===== src/hdl/dram_host_pkg.sv =====
// Package with timing, layout and type definitions for the asynchronous DRAM module controller.
package dram_host_pkg;

  localparam int CLK_PERIOD_NS = 10;

  // Least times round up, longest times round down, never below one cycle.
  function automatic int cyc_min(input int ns);
    int c;
    c = (ns + CLK_PERIOD_NS - 1) / CLK_PERIOD_NS;
    return (c < 1) ? 1 : c;
  endfunction

  function automatic int cyc_max(input int ns);
    int c;
    c = ns / CLK_PERIOD_NS;
    return (c < 1) ? 1 : c;
  endfunction

  function automatic logic [13:0] sat_inc(input logic [13:0] v);
    return (&v) ? v : v + 14'h0001;
  endfunction

  // Slower-grade figures are used throughout so one build serves both grades.
  localparam int T_RC_NS   = 130;
  localparam int T_RP_NS   = 50;
  localparam int T_RAS_NS  = 70;
  localparam int T_CP_NS   = 10;
  localparam int T_CAS_NS  = 20;
  localparam int T_RAH_NS  = 10;
  localparam int ROW_TO_COL_DELAY_NS  = 20;
  localparam int T_PC_NS   = 45;
  localparam int ROW_HOLD_AFTER_COL_PRECHARGE_NS = 40;
  localparam int COL_HOLD_AFTER_ROW_NS  = 15;
  localparam int ROW_ACCESS_TIME_NS  = 70;
  localparam int COL_ACCESS_TIME_NS  = 20;
  localparam int T_AA_NS   = 35;
  localparam int COL_PRECHARGE_ACCESS_TIME_NS  = 40;
  localparam int T_OFF_NS  = 20;
  localparam int WRITE_HOLD_FROM_ROW_NS  = 55;
  localparam int DATA_HOLD_FROM_ROW_NS  = 55;
  localparam int T_WCH_NS  = 15;
  localparam int T_DH_NS   = 15;
  localparam int PAGE_ROW_PULSE_WIDTH_MAX_NS = 100000;
  localparam int REF_PERIOD_MS = 16;
  localparam int REF_ROWS      = 1024;
  localparam int INIT_PAUSE_US = 100;
  localparam int SYNC_STAGES   = 2;

  localparam logic [13:0] RC_CYC   = 14'(cyc_min(T_RC_NS));
  localparam logic [13:0] RP_CYC   = 14'(cyc_min(T_RP_NS));
  localparam logic [13:0] RAS_CYC  = 14'(cyc_min(T_RAS_NS));
  localparam logic [13:0] CP_CYC   = 14'(cyc_min(T_CP_NS));
  localparam logic [13:0] CAS_CYC  = 14'(cyc_min(T_CAS_NS));
  localparam logic [13:0] RAH_CYC  = 14'(cyc_min(T_RAH_NS));
  localparam logic [13:0] RCD_CYC  = 14'(cyc_min(ROW_TO_COL_DELAY_NS));
  localparam logic [13:0] PC_CYC   = 14'(cyc_min(T_PC_NS));
  localparam logic [13:0] CPRH_CYC = 14'(cyc_min(ROW_HOLD_AFTER_COL_PRECHARGE_NS));
  localparam logic [13:0] CHR_CYC  = 14'(cyc_min(COL_HOLD_AFTER_ROW_NS));
  localparam logic [13:0] RAC_CYC  = 14'(cyc_min(ROW_ACCESS_TIME_NS));
  localparam logic [13:0] CAC_CYC  = 14'(cyc_min(COL_ACCESS_TIME_NS));
  localparam logic [13:0] AA_CYC   = 14'(cyc_min(T_AA_NS));
  localparam logic [13:0] CPA_CYC  = 14'(cyc_min(COL_PRECHARGE_ACCESS_TIME_NS));
  localparam logic [13:0] OFF_CYC  = 14'(cyc_min(T_OFF_NS));
  localparam logic [13:0] WCR_CYC  = 14'(cyc_min(WRITE_HOLD_FROM_ROW_NS));
  localparam logic [13:0] DHR_CYC  = 14'(cyc_min(DATA_HOLD_FROM_ROW_NS));
  localparam logic [13:0] WCH_CYC  = 14'(cyc_min(T_WCH_NS));
  localparam logic [13:0] DH_CYC   = 14'(cyc_min(T_DH_NS));
  localparam logic [13:0] REF_INT_CYC = 14'(cyc_max(REF_PERIOD_MS * 1000000 / REF_ROWS));
  localparam logic [13:0] DATA_LAT    = 14'(SYNC_STAGES + 1);
  localparam logic [13:0] PAGE_MARGIN_CYC = 14'h0040;
  localparam int INIT_PAUSE_CYC    = cyc_min(INIT_PAUSE_US * 1000);
  localparam int RASP_MAX_CYC_DFLT = cyc_max(PAGE_ROW_PULSE_WIDTH_MAX_NS);

  localparam logic [3:0] INIT_REFRESHES = 4'h8;
  localparam logic [3:0] OWED_MAX       = 4'hf;
  localparam logic [3:0] STROBES_OFF    = 4'hf;
  localparam logic [3:0] BANK0_RAS_N    = 4'ha;
  localparam logic [3:0] BANK1_RAS_N    = 4'h5;
  localparam int         LANE_W         = 9;
  localparam int         PD_GRADE_BIT   = 2;

  typedef enum logic [2:0] {ST_INIT, ST_IDLE, ST_REF, ST_ROW, ST_COL, ST_PRE, ST_RP} state_e;

  typedef struct packed {
    logic        write;
    logic        bank;
    logic [9:0]  row;
    logic [9:0]  col;
    logic [3:0]  byte_en;
    logic [35:0] wdata;
  } mem_req_s;

  typedef struct packed {
    logic [3:0]  row_strobe_n;
    logic [3:0]  column_strobe_n;
    logic        write_n;
    logic [9:0]  addr;
    logic [35:0] dq;
    logic        dq_oe_n;
  } dram_pins_s;

endpackage


===== src/hdl/sync2.sv =====
// Two-stage synchroniser for levels arriving from outside the clock domain.
`timescale 1ns/1ps
module sync2 #(
  parameter int WIDTH = 1
) (
  input  wire logic             clk_i,
  input  wire logic             rst_n_i,
  input  wire logic             en_i,
  input  wire logic [WIDTH-1:0] d_i,
  output logic      [WIDTH-1:0] q_o
);
  typedef struct packed {
    logic [WIDTH-1:0] meta;
    logic [WIDTH-1:0] q;
  } sync_s;

  sync_s s;
  sync_s next_s;

  always_comb begin
    next_s      = s;
    next_s.meta = d_i;
    next_s.q    = s.meta;
  end

  always_ff @(posedge clk_i or negedge rst_n_i) begin
    if (!rst_n_i) begin
      s <= '0;
    end else if (en_i) begin
      s <= next_s;
    end
  end

  assign q_o = s.q;
endmodule


===== src/hdl/refresh_timer.sv =====
// Interval timer that requests one refresh per distributed refresh slot.
`timescale 1ns/1ps
module refresh_timer (
  input  wire logic clk_i,
  input  wire logic rst_n_i,
  input  wire logic en_i,
  output logic      tick_o
);
  import dram_host_pkg::*;

  typedef struct packed {
    logic [13:0] cnt;
    logic        tick;
  } timer_s;

  timer_s s;
  timer_s next_s;

  always_comb begin
    next_s      = s;
    next_s.tick = 1'b0;
    if (s.cnt >= REF_INT_CYC - 14'h0001) begin
      next_s.cnt  = '0;
      next_s.tick = 1'b1;
    end else begin
      next_s.cnt = s.cnt + 14'h0001;
    end
  end

  always_ff @(posedge clk_i or negedge rst_n_i) begin
    if (!rst_n_i) begin
      s <= '0;
    end else if (en_i) begin
      s <= next_s;
    end
  end

  assign tick_o = s.tick;
endmodule


===== src/hdl/dram_host_ctrl.sv =====
// Host controller that drives the strobe pins of a two-bank asynchronous DRAM module.
`timescale 1ns/1ps
// Notes on behaviour
// - Two banks; a bank is chosen only by dropping its own row strobes.
// - Each column strobe covers one byte lane plus its parity bit.
// - Page read: row held low, each column strobe fall reads a new column.
// - Page write: row held low, each column strobe fall writes a new column.
// - Row-only or column-first refresh, data pins never driven during refresh.
// - 1024 refreshes every 16 ms, one per timer slot.
// - Random cycle at least 130 ns, at most 128K ns.
// - Row strobe low in page mode at least 70 ns, at most 100K ns.
// - Page column accesses spaced at least 45 ns.
// - Row stays low at least 40 ns after last column precharge begins.
// - Column-first refresh: column strobes low 10 ns before row falls.
// - Column-first refresh: column strobes low 15 ns after row falls.
// - Column-first refresh: write strobe high 10 ns around row fall.
// - Write strobe stays high when a read's strobes rise.
// - Column precharge at least 10 ns between strobe edges.
// - Write strobe low at least 55 ns after row falls.
// - Write data stable at least 55 ns after row falls.
// - After power-up wait 100 us and issue 8 refreshes first.
module dram_host_ctrl #(
  parameter int INIT_CYC     = dram_host_pkg::INIT_PAUSE_CYC,
  parameter int RASP_MAX_CYC = dram_host_pkg::RASP_MAX_CYC_DFLT
) (
  input  wire logic                     clk_i,
  input  wire logic                     nrst_i,
  input  wire logic                     en_i,
  input  wire logic                     refresh_cbr_i,
  input  wire logic                     req_valid_i,
  input  wire dram_host_pkg::mem_req_s  req_i,
  output logic                          req_ready_o,
  output logic                          rd_valid_o,
  output logic [35:0]                   rd_data_o,
  output logic                          init_done_o,
  output logic                          slow_grade_o,
  output dram_host_pkg::dram_pins_s     pins_o,
  input  wire logic [35:0]              dq_i,
  input  wire logic [3:0]               presence_detect_lines_i
);
  import dram_host_pkg::*;

  typedef struct packed {
    state_e      st;
    logic [13:0] cnt;
    logic [13:0] ras_cnt;
    logic [13:0] pc_cnt;
    logic [13:0] cpa_cnt;
    logic [3:0]  owed;
    logic [9:0]  ref_row;
    logic        init_done;
    logic        strobe;
    logic        wr;
    logic        bank;
    logic [9:0]  row;
    logic [9:0]  col;
    logic [3:0]  be;
    logic [35:0] wdata;
    dram_pins_s  pins;
    logic        rd_valid;
    logic [35:0] rd_data;
  } ctl_s;

  localparam logic [13:0] INIT_C   = 14'(INIT_CYC);
  localparam logic [13:0] PAGE_LIM = 14'(RASP_MAX_CYC) - PAGE_MARGIN_CYC;

  function automatic logic [3:0] bank_ras_n(input logic bank);
    return bank ? BANK1_RAS_N : BANK0_RAS_N;
  endfunction

  ctl_s        s;
  ctl_s        next_s;
  logic        rst_n;
  logic        ref_tick;
  logic [35:0] dq_s;
  logic [3:0]  pd_s;
  logic        page_hit;
  logic        page_limit;
  logic        page_ready;
  logic        accept;
  logic        read_ok;
  logic        write_done;
  logic        close_ok;

  sync2 #(.WIDTH(1)) u_rst_sync (
    .clk_i   (clk_i),
    .rst_n_i (nrst_i),
    .en_i    (1'b1),
    .d_i     (1'b1),
    .q_o     (rst_n)
  );

  sync2 #(.WIDTH(36)) u_dq_sync (
    .clk_i   (clk_i),
    .rst_n_i (rst_n),
    .en_i    (en_i),
    .d_i     (dq_i),
    .q_o     (dq_s)
  );

  sync2 #(.WIDTH(4)) u_pd_sync (
    .clk_i   (clk_i),
    .rst_n_i (rst_n),
    .en_i    (en_i),
    .d_i     (presence_detect_lines_i),
    .q_o     (pd_s)
  );

  refresh_timer u_refresh_timer (
    .clk_i   (clk_i),
    .rst_n_i (rst_n),
    .en_i    (en_i),
    .tick_o  (ref_tick)
  );

  assign page_hit   = req_valid_i && (req_i.bank == s.bank) && (req_i.row == s.row);
  assign page_limit = s.ras_cnt >= PAGE_LIM;
  // A following write may only drive the bus once the device has let go of it.
  assign page_ready = (s.st == ST_PRE) && page_hit && (s.owed == 4'h0) && !page_limit &&
                      (s.cnt >= CP_CYC) && (s.cnt >= OFF_CYC) && (s.pc_cnt >= PC_CYC);
  // Refresh and the power-up sequence take priority over any request.
  assign req_ready_o = s.init_done && (s.owed == 4'h0) && ((s.st == ST_IDLE) || page_ready);
  assign accept      = req_valid_i && req_ready_o;
  assign read_ok     = (s.cnt >= CAC_CYC + DATA_LAT) && (s.cnt >= AA_CYC + DATA_LAT) &&
                       (s.ras_cnt >= RAC_CYC + DATA_LAT) && (s.cpa_cnt >= CPA_CYC + DATA_LAT);
  assign write_done  = (s.cnt >= CAS_CYC) && (s.cnt >= WCH_CYC) && (s.cnt >= DH_CYC) &&
                       (s.ras_cnt >= WCR_CYC) && (s.ras_cnt >= DHR_CYC);
  assign close_ok    = (s.cnt >= CPRH_CYC) && (s.ras_cnt >= RAS_CYC);

  always_comb begin
    next_s          = s;
    next_s.rd_valid = 1'b0;
    next_s.cnt      = sat_inc(s.cnt);
    next_s.ras_cnt  = sat_inc(s.ras_cnt);
    next_s.pc_cnt   = sat_inc(s.pc_cnt);
    next_s.cpa_cnt  = sat_inc(s.cpa_cnt);
    // A timer slot that lands on the retiring cycle of a refresh is still counted.
    if (ref_tick && (s.owed != OWED_MAX)) begin
      next_s.owed = s.owed + 4'h1;
    end
    unique case (s.st)
      ST_INIT: begin
        if (s.cnt >= INIT_C) begin
          next_s.st        = ST_IDLE;
          next_s.init_done = 1'b1;
          next_s.owed      = INIT_REFRESHES + {3'h0, ref_tick};
        end
      end
      ST_IDLE: begin
        if (s.owed != 4'h0) begin
          next_s.st                   = ST_REF;
          next_s.cnt                  = '0;
          next_s.pins.addr            = s.ref_row;
          next_s.pins.write_n         = 1'b1;
          next_s.pins.column_strobe_n = refresh_cbr_i ? 4'h0 : STROBES_OFF;
        end else if (accept) begin
          next_s.st        = ST_ROW;
          next_s.cnt       = '0;
          next_s.wr        = req_i.write;
          next_s.bank      = req_i.bank;
          next_s.row       = req_i.row;
          next_s.col       = req_i.col;
          next_s.be        = req_i.byte_en;
          next_s.wdata     = req_i.wdata;
          next_s.pins.addr = req_i.row;
        end
      end
      ST_REF: begin
        if (&s.pins.row_strobe_n) begin
          next_s.pins.row_strobe_n = 4'h0;
          next_s.ras_cnt           = '0;
          next_s.cnt               = '0;
        end else begin
          if (s.cnt >= CHR_CYC) begin
            next_s.pins.column_strobe_n = STROBES_OFF;
          end
          if (s.cnt >= RAS_CYC) begin
            next_s.st                   = ST_RP;
            next_s.cnt                  = '0;
            next_s.pins.row_strobe_n    = STROBES_OFF;
            next_s.pins.column_strobe_n = STROBES_OFF;
            next_s.owed                 = next_s.owed - 4'h1;
            next_s.ref_row              = s.ref_row + 10'h001;
          end
        end
      end
      ST_ROW: begin
        if (&s.pins.row_strobe_n) begin
          next_s.pins.row_strobe_n = bank_ras_n(s.bank);
          next_s.ras_cnt           = '0;
          next_s.cnt               = '0;
          next_s.cpa_cnt           = '1;
        end else begin
          if (s.cnt >= RAH_CYC) begin
            next_s.pins.addr = s.col;
          end
          // The fixed short strobe delay keeps reads inside the row access window.
          if (s.cnt >= RCD_CYC) begin
            next_s.st           = ST_COL;
            next_s.strobe       = 1'b0;
            next_s.pins.addr    = s.col;
            next_s.pins.write_n = !s.wr;
            next_s.pins.dq_oe_n = !s.wr;
            next_s.pins.dq      = s.wdata;
          end
        end
      end
      ST_COL: begin
        if (!s.strobe) begin
          next_s.strobe               = 1'b1;
          next_s.pins.column_strobe_n = s.wr ? ~s.be : 4'h0;
          next_s.cnt                  = '0;
          next_s.pc_cnt               = '0;
        end else if ((s.wr && write_done) || (!s.wr && read_ok)) begin
          if (!s.wr) begin
            next_s.rd_valid = 1'b1;
            next_s.rd_data  = dq_s;
          end
          next_s.st                   = ST_PRE;
          next_s.cnt                  = '0;
          next_s.cpa_cnt              = '0;
          next_s.pins.column_strobe_n = STROBES_OFF;
          next_s.pins.write_n         = 1'b1;
          next_s.pins.dq_oe_n         = 1'b1;
        end
      end
      ST_PRE: begin
        if (accept) begin
          next_s.st           = ST_COL;
          next_s.strobe       = 1'b0;
          next_s.wr           = req_i.write;
          next_s.col          = req_i.col;
          next_s.be           = req_i.byte_en;
          next_s.wdata        = req_i.wdata;
          next_s.pins.addr    = req_i.col;
          next_s.pins.write_n = !req_i.write;
          next_s.pins.dq_oe_n = !req_i.write;
          next_s.pins.dq      = req_i.wdata;
        end else if (close_ok && ((s.owed != 4'h0) || page_limit || (req_valid_i && !page_hit))) begin
          next_s.st                = ST_RP;
          next_s.cnt               = '0;
          next_s.pins.row_strobe_n = STROBES_OFF;
        end
      end
      ST_RP: begin
        if ((s.cnt >= RP_CYC) && (s.ras_cnt >= RC_CYC)) begin
          next_s.st = ST_IDLE;
        end
      end
      default: begin
        next_s.st = ST_INIT;
      end
    endcase
  end

  always_ff @(posedge clk_i or negedge rst_n) begin
    if (!rst_n) begin
      s                      <= '0;
      s.st                   <= ST_INIT;
      s.ras_cnt              <= '1;
      s.pc_cnt               <= '1;
      s.cpa_cnt              <= '1;
      s.pins.row_strobe_n    <= STROBES_OFF;
      s.pins.column_strobe_n <= STROBES_OFF;
      s.pins.write_n         <= 1'b1;
      s.pins.dq_oe_n         <= 1'b1;
    end else if (en_i) begin
      s <= next_s;
    end
  end

  assign pins_o       = s.pins;
  assign rd_valid_o   = s.rd_valid;
  assign rd_data_o    = s.rd_data;
  assign init_done_o  = s.init_done;
  assign slow_grade_o = ~pd_s[PD_GRADE_BIT];

  logic        ras_hi;
  logic        cas_hi;
  logic        ras_hi_q;
  logic        cas_hi_q;
  logic [13:0] ras_age;
  logic [13:0] cas_age;
  logic [13:0] cas_hi_run;

  assign ras_hi = &s.pins.row_strobe_n;
  assign cas_hi = &s.pins.column_strobe_n;

  always_ff @(posedge clk_i or negedge rst_n) begin
    if (!rst_n) begin
      ras_hi_q   <= 1'b1;
      cas_hi_q   <= 1'b1;
      ras_age    <= '1;
      cas_age    <= '1;
      cas_hi_run <= '0;
    end else if (en_i) begin
      ras_hi_q   <= ras_hi;
      cas_hi_q   <= cas_hi;
      ras_age    <= (ras_hi_q && !ras_hi) ? 14'h0001 : sat_inc(ras_age);
      cas_age    <= (cas_hi_q && !cas_hi) ? 14'h0001 : sat_inc(cas_age);
      cas_hi_run <= cas_hi ? sat_inc(cas_hi_run) : 14'h0000;
    end
  end
endmodule


===== config.mk =====
export PLATFORM = sky130hd
export DESIGN_NAME = dram_host_ctrl
export DESIGN_NICKNAME = d
export VERILOG_FILES = /design/src/hdl/dram_host_pkg.sv /design/src/hdl/sync2.sv /design/src/hdl/refresh_timer.sv /design/src/hdl/dram_host_ctrl.sv
export SDC_FILE = /design/constraint.sdc
export NUM_CORES = 1
export LEC_CHECK = 0
export ABC_AREA = 1
export BUFFER_PORTS_ARGS = -buffer_cell sky130_fd_sc_hd__buf_2
export CAP_MARGIN = 20
export CELL_PAD_IN_SITES_DETAIL_PLACEMENT = 1
export CELL_PAD_IN_SITES_GLOBAL_PLACEMENT = 1
export CORE_ASPECT_RATIO = 1.1
export CORE_MARGIN = 2
export CORE_UTILIZATION = 40
export DETAILED_ROUTE_END_ITERATION = 7
export GPL_ROUTABILITY_DRIVEN = 0
export GPL_TIMING_DRIVEN = 0
export PLACE_DENSITY_LB_ADDON = 0.1
export SYNTH_ARGS = -nofsm -noshare
export SYNTH_HDL_FRONTEND = slang
export SYNTH_SLANG_ARGS = --single-unit

===== constraint.sdc =====
create_clock -name clk_i -period 12 [get_ports clk_i]
set_input_delay 1.8 -clock clk_i [delete_from_list [all_inputs] [get_ports clk_i]]
set_output_delay 1.8 -clock clk_i [all_outputs]
set_load 0.02 [all_outputs]

==> results of run 1 <==
[critical path, delay by kind of cell]
kind	cells	cell delay, ps
xor+xnor	1	140
compound gates	1	210
simple gates	5	470
buf+inv	2	340
[area by class of cell]
cell class,count,area [um2],area share [%]
clock buffer,58,1065,5.562
multi-input combinational,1246,6173,32.25
clock inverter,9,171.4,0.8955
timing repair buffer,204,1126,5.883
buffer,161,1041,5.438
inverter,231,867.1,4.530
antenna,3,7.507,0.03922
sequential,319,8049,42.05
tap,513,641.9,3.353
[layout by cell type, fill, tap and decap left out, drive strengths merged, types with 4 or more instances in the layout]
| cell type | count |
|---|---|
| nand2 | 534 |
| buf | 334 |
| dfrtp | 269 |
| o21ai | 253 |
| inv | 232 |
| nor2 | 146 |
| clkbuf | 89 |
| nand3 | 70 |
| dfstp | 50 |
| a21oi | 38 |
| o21a | 36 |
| nor3 | 31 |
| xor2 | 29 |
| ha | 20 |
| nand4 | 17 |
| a221oi | 11 |
| a31oi | 10 |
| o22ai | 10 |
| xnor2 | 6 |
| nor3b | 4 |
| a211oi | 4 |
| bufinv | 4 |
| clkinv | 4 |
[flip-flops by register name (all words and copies together), names as in the netlist]
register	flops
init_done_o	1
u_refresh_timer.s	14
u_dq_sync.next_s	36
pins_o	54
u_pd_sync.next_s	1
u_refresh_timer.tick_o	1
u_pd_sync.q_o	1
u_rst_sync.q_o	1
u_rst_sync.next_s	1
rd_data_o	36
rd_valid_o	1
u_dq_sync.q_o	36
s	136
[cell families (layout without fill, tap and decap cells)]
family,Yosys count,in the layout,share of synthesized area (%)
compound gates,378,378,13.90
fa+ha+maj,20,20,1.552
xor+xnor,35,35,1.901
flops,319,319,49.89
other cells,1,4,0.02325
mux,2,2,0.1396
simple gates,810,810,20.76
buf+inv,392,663,11.83
[worst paths after layout]
check / to / start / depth (start not counted) / slack, ps
min in group asynchronous: s[151]$_DFFE_PN0P_ / u_rst_sync.q_o$_DFF_PN0_ / 0 / 380
max reg2reg: rd_data_o[7]$_DFFE_PN0P_ / s[219]$_DFFE_PN0P_ / 9 / 9250
max: req_ready_o / req_i[55] / 9 / 7230
min: u_rst_sync.q_o$_DFF_PN0_ / u_rst_sync.next_s[0]$_DFF_PN0_ / 0 / 360
max in group asynchronous: u_dq_sync.q_o[27]$_DFFE_PN0P_ / u_rst_sync.q_o$_DFF_PN0_ / 3 / 10200
min reg2reg: u_rst_sync.q_o$_DFF_PN0_ / u_rst_sync.next_s[0]$_DFF_PN0_ / 0 / 360
[power breakdown]
| part | total [mW] | leakage, nW | switching (mW) | internal (mW) |
|---|---|---|---|---|
| clock network | 1.16 | 0.599 | 0.458 | 0.699 |
| registers | 1.53 | 4.00 | 0.175 | 1.36 |
| logic | 1.23 | 5.02 | 0.754 | 0.473 |
| total | 3.92 | 9.62 | 1.39 | 2.53 |
[routing by layer]
layer / vias to the layer above / routed length [um] / global-route usage [%]
li1: 6652 / - / -
met3: 58 / 1734 / 3.696
met5: - / 13 / 0
met1: 6759 / 20980 / 29.44
met2: 196 / 22780 / 38.70
met4: 2 / 882 / 6.234
[stage by stage]
stage                     setup WS, ps  util [%]  hold WS, ps
after floorplan                   2539         -        331.2
after global placement           -1786     44.43        342.1
after detailed placement          7221     44.77        341.7
after CTS                         7211     47.86        365.9
after global routing              7019     47.88        373.6
final                             7234     47.88        364.5
==> results.sh, run 1 <==
export IMPL_tightest_slew_ps=835.5
export IMPL_die_w_um=195.4
export IMPL_cts_buffers=37
export IMPL_io_pins=203
export IMPL_cts_buffer_depth=3
export IMPL_slew_viol_final=0
export IMPL_stdcell_area_um2=19140
export IMPL_dr_pass1_iters=5
export IMPL_final_nets=2327
export IMPL_critPathKind="in2out"
export IMPL_fmaxAchievable_mhz=209.8
export IMPL_first_global_vias=14400
export IMPL_final_layout_size_suffix_gt1_share_pct=21.99
export IMPL_start_kind="primary input"
export IMPL_ys_types=48
export IMPL_post_cts_buffers=0
export IMPL_dpl_cell_area_um2=17900
export IMPL_maxSlewHeadroom_pct=44.30
export IMPL_grt_pass1_wl_mm=75.64
export IMPL_hold_buffers=0
export IMPL_syn_inst=1957
export IMPL_drv_cap=0
export IMPL_htree_levels=2
export IMPL_yosysSeqAreaShare_pct=49.89
export IMPL_drt_initial_drc_count=512
export IMPL_ant_nets=0
export IMPL_syn_nets=2084
export IMPL_drc_errors=0
export IMPL_fin_crit_ps=4766
export IMPL_irDropWorstVdd_mv=0.1266
export IMPL_finalSetupViolCount=0
export IMPL_wire_per_inst_um=16.91
export IMPL_synth_top_area_cell="dfrtp_1"
export IMPL_powerDensity_nw_per_um2=204.7
export IMPL_core_um2=39980
export IMPL_avgSynthCellArea_um2=8.241
export IMPL_insertion_delay_ps=570
export IMPL_power_leakage_nw=9.622
export IMPL_clk_pin_slew_ps=50
export IMPL_crit_path_max_fanout=3
export IMPL_synth_top_flop_cell="dfrtp_1"
export IMPL_crit_path_max_incr_delay_ps=210
export IMPL_num_rows=77
export IMPL_hold_viol_final=0
export IMPL_ys_top_cells_by_area="dfrtp_1 (42%), nand2_1 (12%), dfstp_2 (8.1%), o21ai_0 (6.2%), inv_1 (5.2%)"
export IMPL_period_share_pct=39.72
export IMPL_start_util_pct=40.33
export IMPL_ys_async_sr_fraction_pct=100.0
export IMPL_die_area_um2=41940
export IMPL_syn_area_um2=16130
export IMPL_synth_edf_count=0
export IMPL_grt_max_degree=68
export IMPL_die_h_um=214.6
export IMPL_clock_sinks=319
export IMPL_synthTopCellsByCount="nand2_1 (530), dfrtp_1 (269), inv_1 (222), o21ai_0 (201), nor2_1 (140)"
export IMPL_cts_tree="built"
export IMPL_status="finished, final reports clean"
export IMPL_cp_common_cell="nand2_1"
export IMPL_fin_total_pwr_mw=3.919
export IMPL_yosysMostFrequentCell="nand2_1"
export IMPL_final_cells=2744
export IMPL_grt_usage_pct=22.54
export IMPL_yosys_warnings=0
export IMPL_num_fill_cells=4848
export IMPL_cts_root_buf="clkbuf_16"
export IMPL_synth_top_area_share_pct=41.74
export IMPL_cp_cell_sequence="buf_2 -> xnor2_1 -> nand2_1 -> nor2_1 -> nand2_1 -> nor2_1 -> nand2_1 -> a21boi_0 -> buf_2"
export IMPL_ys_seq_elements=319
export IMPL_dp_cells=2674
export IMPL_io_buffer_count=199
export IMPL_area_delta_synth_final_pct=18.70
export IMPL_rsz0062_at_grt="no"
export IMPL_vias=13670
export IMPL_setup_tns_ps=0
export IMPL_crit_arrival_ps=2970
export IMPL_worstSetupEndpointType="primary output"
export IMPL_antenna_found_initial=4
export IMPL_cp_data_required_time_ps=10200
export IMPL_wirelength_mm=46.39
export IMPL_routed_via_density=4.981
export IMPL_grt_overflow=0
export IMPL_dpl_hpwl_mm=34.20
export IMPL_hp_class="reg2reg"
export IMPL_fin_skew_ps=25.21
export IMPL_crit_slowest_cell="a21boi_0"
export IMPL_cts_resized=0
Power figures use the tool's default switching activity.
==> run 2: changes to the inputs <==
- clock period: 12 -> 4.18 ns (I/O delays scaled with it)
==> run 2 against run 1 <==
Effect of this change:
- register-to-register slack worse by 7800 ps
- global-route usage is 0.24 points higher
- clock skew is 7.9 ps lower
- worst setup slack worse by 6300 ps
- hold slack worse by 82 ps
- highest routed layer is now met4
- clock power grew to 2.9 times the previous value
==> results.sh, run 2 (same netlist as run 1, synthesis figures left out) <==
export IMPL_finalSetupViolCount=0
export IMPL_dpl_hpwl_mm=33.95
export IMPL_cp_common_cell="nand2_1"
export IMPL_path_buf_inv=2
export IMPL_grt_usage_pct=22.78
export IMPL_rsz0062_at_grt="no"
export IMPL_power_leakage_nw=9.625
export IMPL_clk_pin_slew_ps=60
export IMPL_wirelength_mm=46.21
export IMPL_crit_path_max_incr_delay_ps=400
export IMPL_clock_sinks=319
export IMPL_tightest_slew_ps=892.0
export IMPL_hold_buffers=1
export IMPL_die_w_um=195.4
export IMPL_core_um2=39980
export IMPL_regToRegEndpoint="rd_data_o[10]$_DFFE_PN0P_"
export IMPL_top_register="s"
export IMPL_mostFrequentLayoutCell="nand2_1"
export IMPL_routed_via_density=4.953
export IMPL_worst_r2r_path_depth=9
export IMPL_die_h_um=214.6
export IMPL_drc_errors=0
export IMPL_cts_buffers=37
export IMPL_powerDensity_nw_per_um2=589.8
export IMPL_final_cell_mix="nand2_1 (530), dfrtp_1 (268), inv_1 (222)"
export IMPL_insertion_delay_ps=550
export IMPL_slew_viol_final=0
export IMPL_hold_ws_ps=282.6
export IMPL_cpLargestDelayFamily="simple AND/OR/NAND/NOR gates"
export IMPL_fin_skew_ps=17.30
export IMPL_io_pins=203
export IMPL_cts_root_buf="clkbuf_16"
export IMPL_drv_cap=0
export IMPL_crit_slowest_cell="dfrtp_1"
export IMPL_grt_max_degree=70
export IMPL_crit_arrival_ps=2610
export IMPL_die_area_um2=41940
export IMPL_stdcell_area_um2=19140
export IMPL_hold_end="u_dq_sync.next_s[34]$_DFFE_PN0P_"
export IMPL_final_layout_size_suffix_gt1_share_pct=22.22
export IMPL_cts_tree="built"
export IMPL_cp_cell_sequence="inv_1 -> ha_1 -> nand2_1 -> nor2_4 -> nand2_1 -> nor2_1 -> nand3_1 -> nor2_1 -> nand2_1 -> a21boi_0 -> buf_2"
export IMPL_fin_crit_ps=3241
export IMPL_fmaxAchievable_mhz=308.5
export IMPL_irDropWorstVdd_mv=0.3432
export IMPL_first_global_vias=14810
export IMPL_critPathKind="reg2out"
export IMPL_utilization_pct=47.88
export IMPL_hold_path_startpoint="dq_i[34]"
export IMPL_antenna_found_initial=1
export IMPL_htree_levels=2
export IMPL_dr_pass1_iters=4
export IMPL_final_nets=2327
export IMPL_hold_viol_final=0
export IMPL_dpl_cell_area_um2=17880
export IMPL_holdPathStages=3
export IMPL_period_share_pct=77.55
export IMPL_r2r_start="s[219]$_DFFE_PN0P_"
export IMPL_num_rows=77
export IMPL_r2r_slack_ps=1410
export IMPL_grt_overflow=0
export IMPL_wire_per_inst_um=16.85
export IMPL_ant_nets=0
export IMPL_num_fill_cells=4831
export IMPL_hp_class="in2reg"
export IMPL_crit_path_max_fanout=10
export IMPL_cp_data_required_time_ps=3550
export IMPL_vias=13580
export IMPL_start_kind="flop"
export IMPL_io_buffer_count=199
export IMPL_cts_buffer_depth=3
export IMPL_area_delta_synth_final_pct=18.71
export IMPL_post_cts_buffers=0
export IMPL_largest_reg_flops=136
export IMPL_cts_resized=0
export IMPL_start_util_pct=40.33
export IMPL_maxSlewHeadroom_pct=40.53
export IMPL_status="finished, final reports clean"
export IMPL_grt_pass1_wl_mm=76.82
export IMPL_worstSetupEndpointType="primary output"
export IMPL_drt_initial_drc_count=498
run 2: through the flow:
| step | power, mW | TNS, ps | setup slack [ps] | std cells |
|---|---|---|---|---|
| after floorplan | 6.897 | 0 | 1043 | 1957 |
| after global placement | 7.815 | -87830 | -383.1 | 2669 |
| after detailed placement | 7.981 | 0 | 1086 | 2673 |
| after CTS | 11.43 | 0 | 882.4 | 2741 |
| after global routing | 12.05 | 0 | 705.3 | 2742 |
| final | 11.29 | 0 | 938.5 | 2742 |
run 2: worst reg2reg max path, cell delays in order (launching register included):
cell	delay (ps)
dfrtp_1	420
nor2_1	250
nand2_1	160
nor2_2	220
nand3_1	230
nand3_1	250
nor2_1	60
nand3_1	440
clkbuf_1	460
o21ai_0	160
run 2: worst max-delay path by stage:
| stage | depth (start not counted) | end | start |
|---|---|---|---|
| finish | 11 | req_ready_o | s[168]$_DFFE_PN0P_ |
| global route | 11 | req_ready_o | s[167]$_DFFE_PN0P_ |
| CTS | 11 | req_ready_o | s[167]$_DFFE_PN0P_ |
| detailed placement | 7 | s[196]$_DFFE_PN1P_ | en_i |
| global placement | 0 | u_dq_sync.next_s[25]$_DFFE_PN0P_ | u_rst_sync.q_o$_DFF_PN0_ |
| floorplan | 0 | init_done_o$_DFFE_PN0P_ | u_rst_sync.q_o$_DFF_PN0_ |
run 2: where the power goes:
group | switching [mW] | internal [mW] | total [mW]
sequential | 0.501 | 3.90 | 4.40
combinational | 2.17 | 1.36 | 3.52
clock | 1.34 | 2.02 | 3.36
total | 4.01 | 7.28 | 11.3
run 2: final cells by class:
class	instances	area (um2)	area share, %
antenna	1	2.502	0.01307
buffer	161	1041	5.438
clock inverter	12	146.4	0.7647
inverter	231	867.1	4.529
sequential	319	8049	42.05
clock buffer	55	1106	5.778
multi-input combinational	1246	6173	32.25
timing repair buffer	204	1116	5.830
tap	513	641.9	3.353
run 2: routing by layer:
layer	GRT usage, %	vias up	routed length, um
li1	-	6648	-
met1	29.66	6703	21200
met2	40.05	176	22690
met3	3.177	55	1415
met4	5.420	0	909
met5	0	-	0
==> run 3: changes to the inputs <==
- ABC_AREA: 1 -> 0
- clock period: 4.18 -> 2.6 ns (I/O delays scaled with it)
==> run 3 against run 2 <==
Effect of this change:
- the run now ends with setup timing left
- register-to-register slack worse by 1500 ps
- area after synthesis is 3.6% lower
- global-route usage is 1.3 points lower
- first-iteration DRC count is 13% lower
- via count is 15% lower
- sequential cell count stayed put
- critical path type unchanged
- highest routed layer is now met5
==> results.sh, run 3 <==
export IMPL_io_buffer_count=198
export IMPL_rsz0062_at_grt="yes"
export IMPL_hold_ws_ps=67.65
export IMPL_mostFrequentLayoutCell="dfrtp_1"
export IMPL_hp_class="in2reg"
export IMPL_crit_slowest_cell="dfstp_2"
export IMPL_routed_via_density=5.248
export IMPL_powerDensity_nw_per_um2=957.3
export IMPL_ys_top_cells_by_area="dfrtp_1 (43%), mux2_2 (13%), dfstp_2 (8.5%), buf_4 (4.4%), mux2i_1 (3.3%)"
export IMPL_core_um2=38190
export IMPL_drt_initial_drc_count=434
export IMPL_synth_edf_count=0
export IMPL_dpl_hpwl_mm=29.99
export IMPL_final_nets=1795
export IMPL_die_w_um=192.0
export IMPL_power_leakage_nw=9.125
export IMPL_crit_path_max_fanout=3
export IMPL_cts_root_buf="clkbuf_16"
export IMPL_syn_area_um2=15540
export IMPL_first_global_vias=12650
export IMPL_yosys_warnings=0
export IMPL_top_register="s"
export IMPL_wire_per_inst_um=19.50
export IMPL_grt_max_degree=65
export IMPL_insertion_delay_ps=550
export IMPL_slew_viol_final=0
export IMPL_crit_arrival_ps=2380
export IMPL_ys_async_sr_fraction_pct=100.0
export IMPL_synthTopCellsByCount="dfrtp_1 (269), mux2_2 (184), nand2_1 (104), nor2_1 (95), o21ai_0 (95)"
export IMPL_irDropWorstVdd_mv=0.5645
export IMPL_worstSetupEndpointType="primary output"
export IMPL_r2r_start="s[186]$_DFFE_PN1P_"
export IMPL_fin_crit_ps=2765
export IMPL_cpLargestDelayFamily="flip-flops"
export IMPL_clk_pin_slew_ps=60
export IMPL_num_rows=75
export IMPL_r2r_slack_ps=-140
export IMPL_path_buf_inv=2
export IMPL_syn_nets=1524
export IMPL_cts_buffers=38
export IMPL_yosysSeqAreaShare_pct=51.76
export IMPL_utilization_pct=51.08
export IMPL_critPathKind="reg2out"
export IMPL_wirelength_mm=42.92
export IMPL_drv_cap=0
export IMPL_dr_pass1_iters=5
export IMPL_start_util_pct=40.70
export IMPL_crit_path_max_incr_delay_ps=540
export IMPL_path_depth=9
export IMPL_worst_r2r_path_depth=10
export IMPL_final_cell_mix="dfrtp_1 (264), buf_2 (203), mux2_2 (174)"
export IMPL_syn_inst=1397
export IMPL_cp_cell_sequence="inv_2 -> ha_4 -> nor2b_4 -> o2111ai_4 -> o2111ai_4 -> nor2_2 -> a21oi_2 -> nor2_2 -> buf_6"
export IMPL_fin_ws_ps=-165.0
export IMPL_hold_viol_final=0
export IMPL_fmaxAchievable_mhz=361.7
export IMPL_antenna_found_initial=12
export IMPL_io_pins=203
export IMPL_start_kind="flop"
export IMPL_critical_path_endpoint="req_ready_o"
export IMPL_final_cells=2201
export IMPL_largest_reg_flops=136
export IMPL_grt_pass1_wl_mm=68.21
export IMPL_tightest_slew_ps=810.0
export IMPL_ant_nets=0
export IMPL_fin_skew_ps=18.51
export IMPL_synth_top_area_cell="dfrtp_1"
export IMPL_ys_types=65
export IMPL_area_delta_synth_final_pct=25.50
export IMPL_clock_sinks=319
export IMPL_period_share_pct=106.3
export IMPL_ys_seq_elements=319
export IMPL_dp_cells=2103
export IMPL_vias=11550
export IMPL_status="finished with violations"
export IMPL_htree_levels=2
export IMPL_grt_overflow=0
export IMPL_yosysMostFrequentCell="dfrtp_1"
export IMPL_cts_buffer_depth=3
export IMPL_synth_top_area_share_pct=43.31
export IMPL_drc_errors=0
export IMPL_finalSetupViolCount=100
export IMPL_maxSlewHeadroom_pct=46.00
export IMPL_violations="setup timing"
export IMPL_die_h_um=210.8
export IMPL_final_layout_size_suffix_gt1_share_pct=43.21
export IMPL_grt_usage_pct=21.47
export IMPL_cp_data_required_time_ps=2210
export IMPL_regToRegEndpoint="s[113]$_DFFE_PN0P_"
export IMPL_avgSynthCellArea_um2=11.13
export IMPL_synth_top_flop_cell="dfrtp_1"
export IMPL_die_area_um2=40450
export IMPL_place_ws_ps=-1055
export IMPL_crit_start="s[186]$_DFFE_PN1P_"
export IMPL_cts_tree="built"
[run 3: cell types whose count changed in the layout (fill, tap and decap cells not counted), sizes merged, moves of 25 or more]
cell,delta
nand2,-430
inv,-201
mux2,+182
o21ai,-158
mux2i,+52
nor2,-51
nand3,-36
o21a,-31
xnor2,+25
[run 3: per-stage QoR]
| step | TNS, ps | power [mW] | area, um2 |
|---|---|---|---|
| 6_report | -9821 | 18.67 | 19510 |
| 4_1_cts | -8893 | 18.36 | 19030 |
| 2_1_floorplan | -145950 | 10.73 | 15590 |
| 3_3_place_gp | -719860 | 12.26 | 17210 |
| 3_5_place_dp | -159160 | 12.48 | 17380 |
| 5_1_grt | -21400 | 19.77 | 19490 |
[run 3: worst reg2reg max path: cells and delay by family, from the launching register on]
kind,cells,cell delay [ps]
AO/OA/AOI/OAI,3,760
flip-flops,1,540
buffers and inverters,3,470
AND/OR/NAND/NOR,2,350
multiplexers,1,350
adder cells (fa/ha/maj),1,150
[run 3: layout make-up]
type                            instances  area [um2]
Inverter                               32       120.1
Buffer                                146        1036
Tap cell                              500       625.6
Antenna cell                            7       17.52
Clock buffer                           59        1170
Multi-Input combinational cell        897        6899
Timing Repair Buffer                  234        1486
Sequential cell                       319        8054
Clock inverter                          7       98.84
Fill cell                            4093       18690
[run 3: how the worst min path moves through the flow]
stage	from	end	slack, ps	cells after the start
floorplan	nrst_i	u_rst_sync.next_s[0]$_DFF_PN0_	90	0
global placement	nrst_i	u_rst_sync.next_s[0]$_DFF_PN0_	180	1
detailed placement	nrst_i	u_rst_sync.next_s[0]$_DFF_PN0_	180	1
CTS	req_i[36]	s[129]$_DFFE_PN0P_	40	2
global route	dq_i[10]	u_dq_sync.next_s[10]$_DFFE_PN0P_	60	2
finish	dq_i[22]	u_dq_sync.next_s[22]$_DFFE_PN0P_	70	2
[run 3: what timing repair did]
item | CTS | global route
cloned | 0 | 5
endpoints found under the hold margin | 2 | 0
setup buffers | 14 | 9
hold buffers | 1 | 0
gates resized for setup | 64 | 126
pin swaps | 11 | 23
setup endpoints to repair | 234 | 155
[run 3: logic make-up after synthesis]
logic type               count (synthesis)  share of synthesized area (%)
XOR/XNOR                                55                          3.099
multiplexers                           236                          16.68
other                                    1                        0.02413
adder cells (fa/ha/maj)                 20                          1.610
flip-flops                             319                          51.76
buffers and inverters                  182                          6.729
AND/OR/NAND/NOR                        343                          10.54
AO/OA/AOI/OAI                          241                          9.563
[run 3: routing by layer]
metal	GRT usage [%]	part of all wire (%)	vias up
li1	-	-	5394
met1	26.23	41	5831
met2	35.99	49	222
met3	5.881	6.1	92
met4	8.302	3.6	12
met5	0	0.21	-
[run 3: power breakdown]
| part | internal (mW) | switching (mW) |
|---|---|---|
| Sequential | 6.17 | 0.812 |
| Clock | 3.28 | 2.13 |
| Combinational | 2.81 | 3.47 |
| Total | 12.3 | 6.41 |
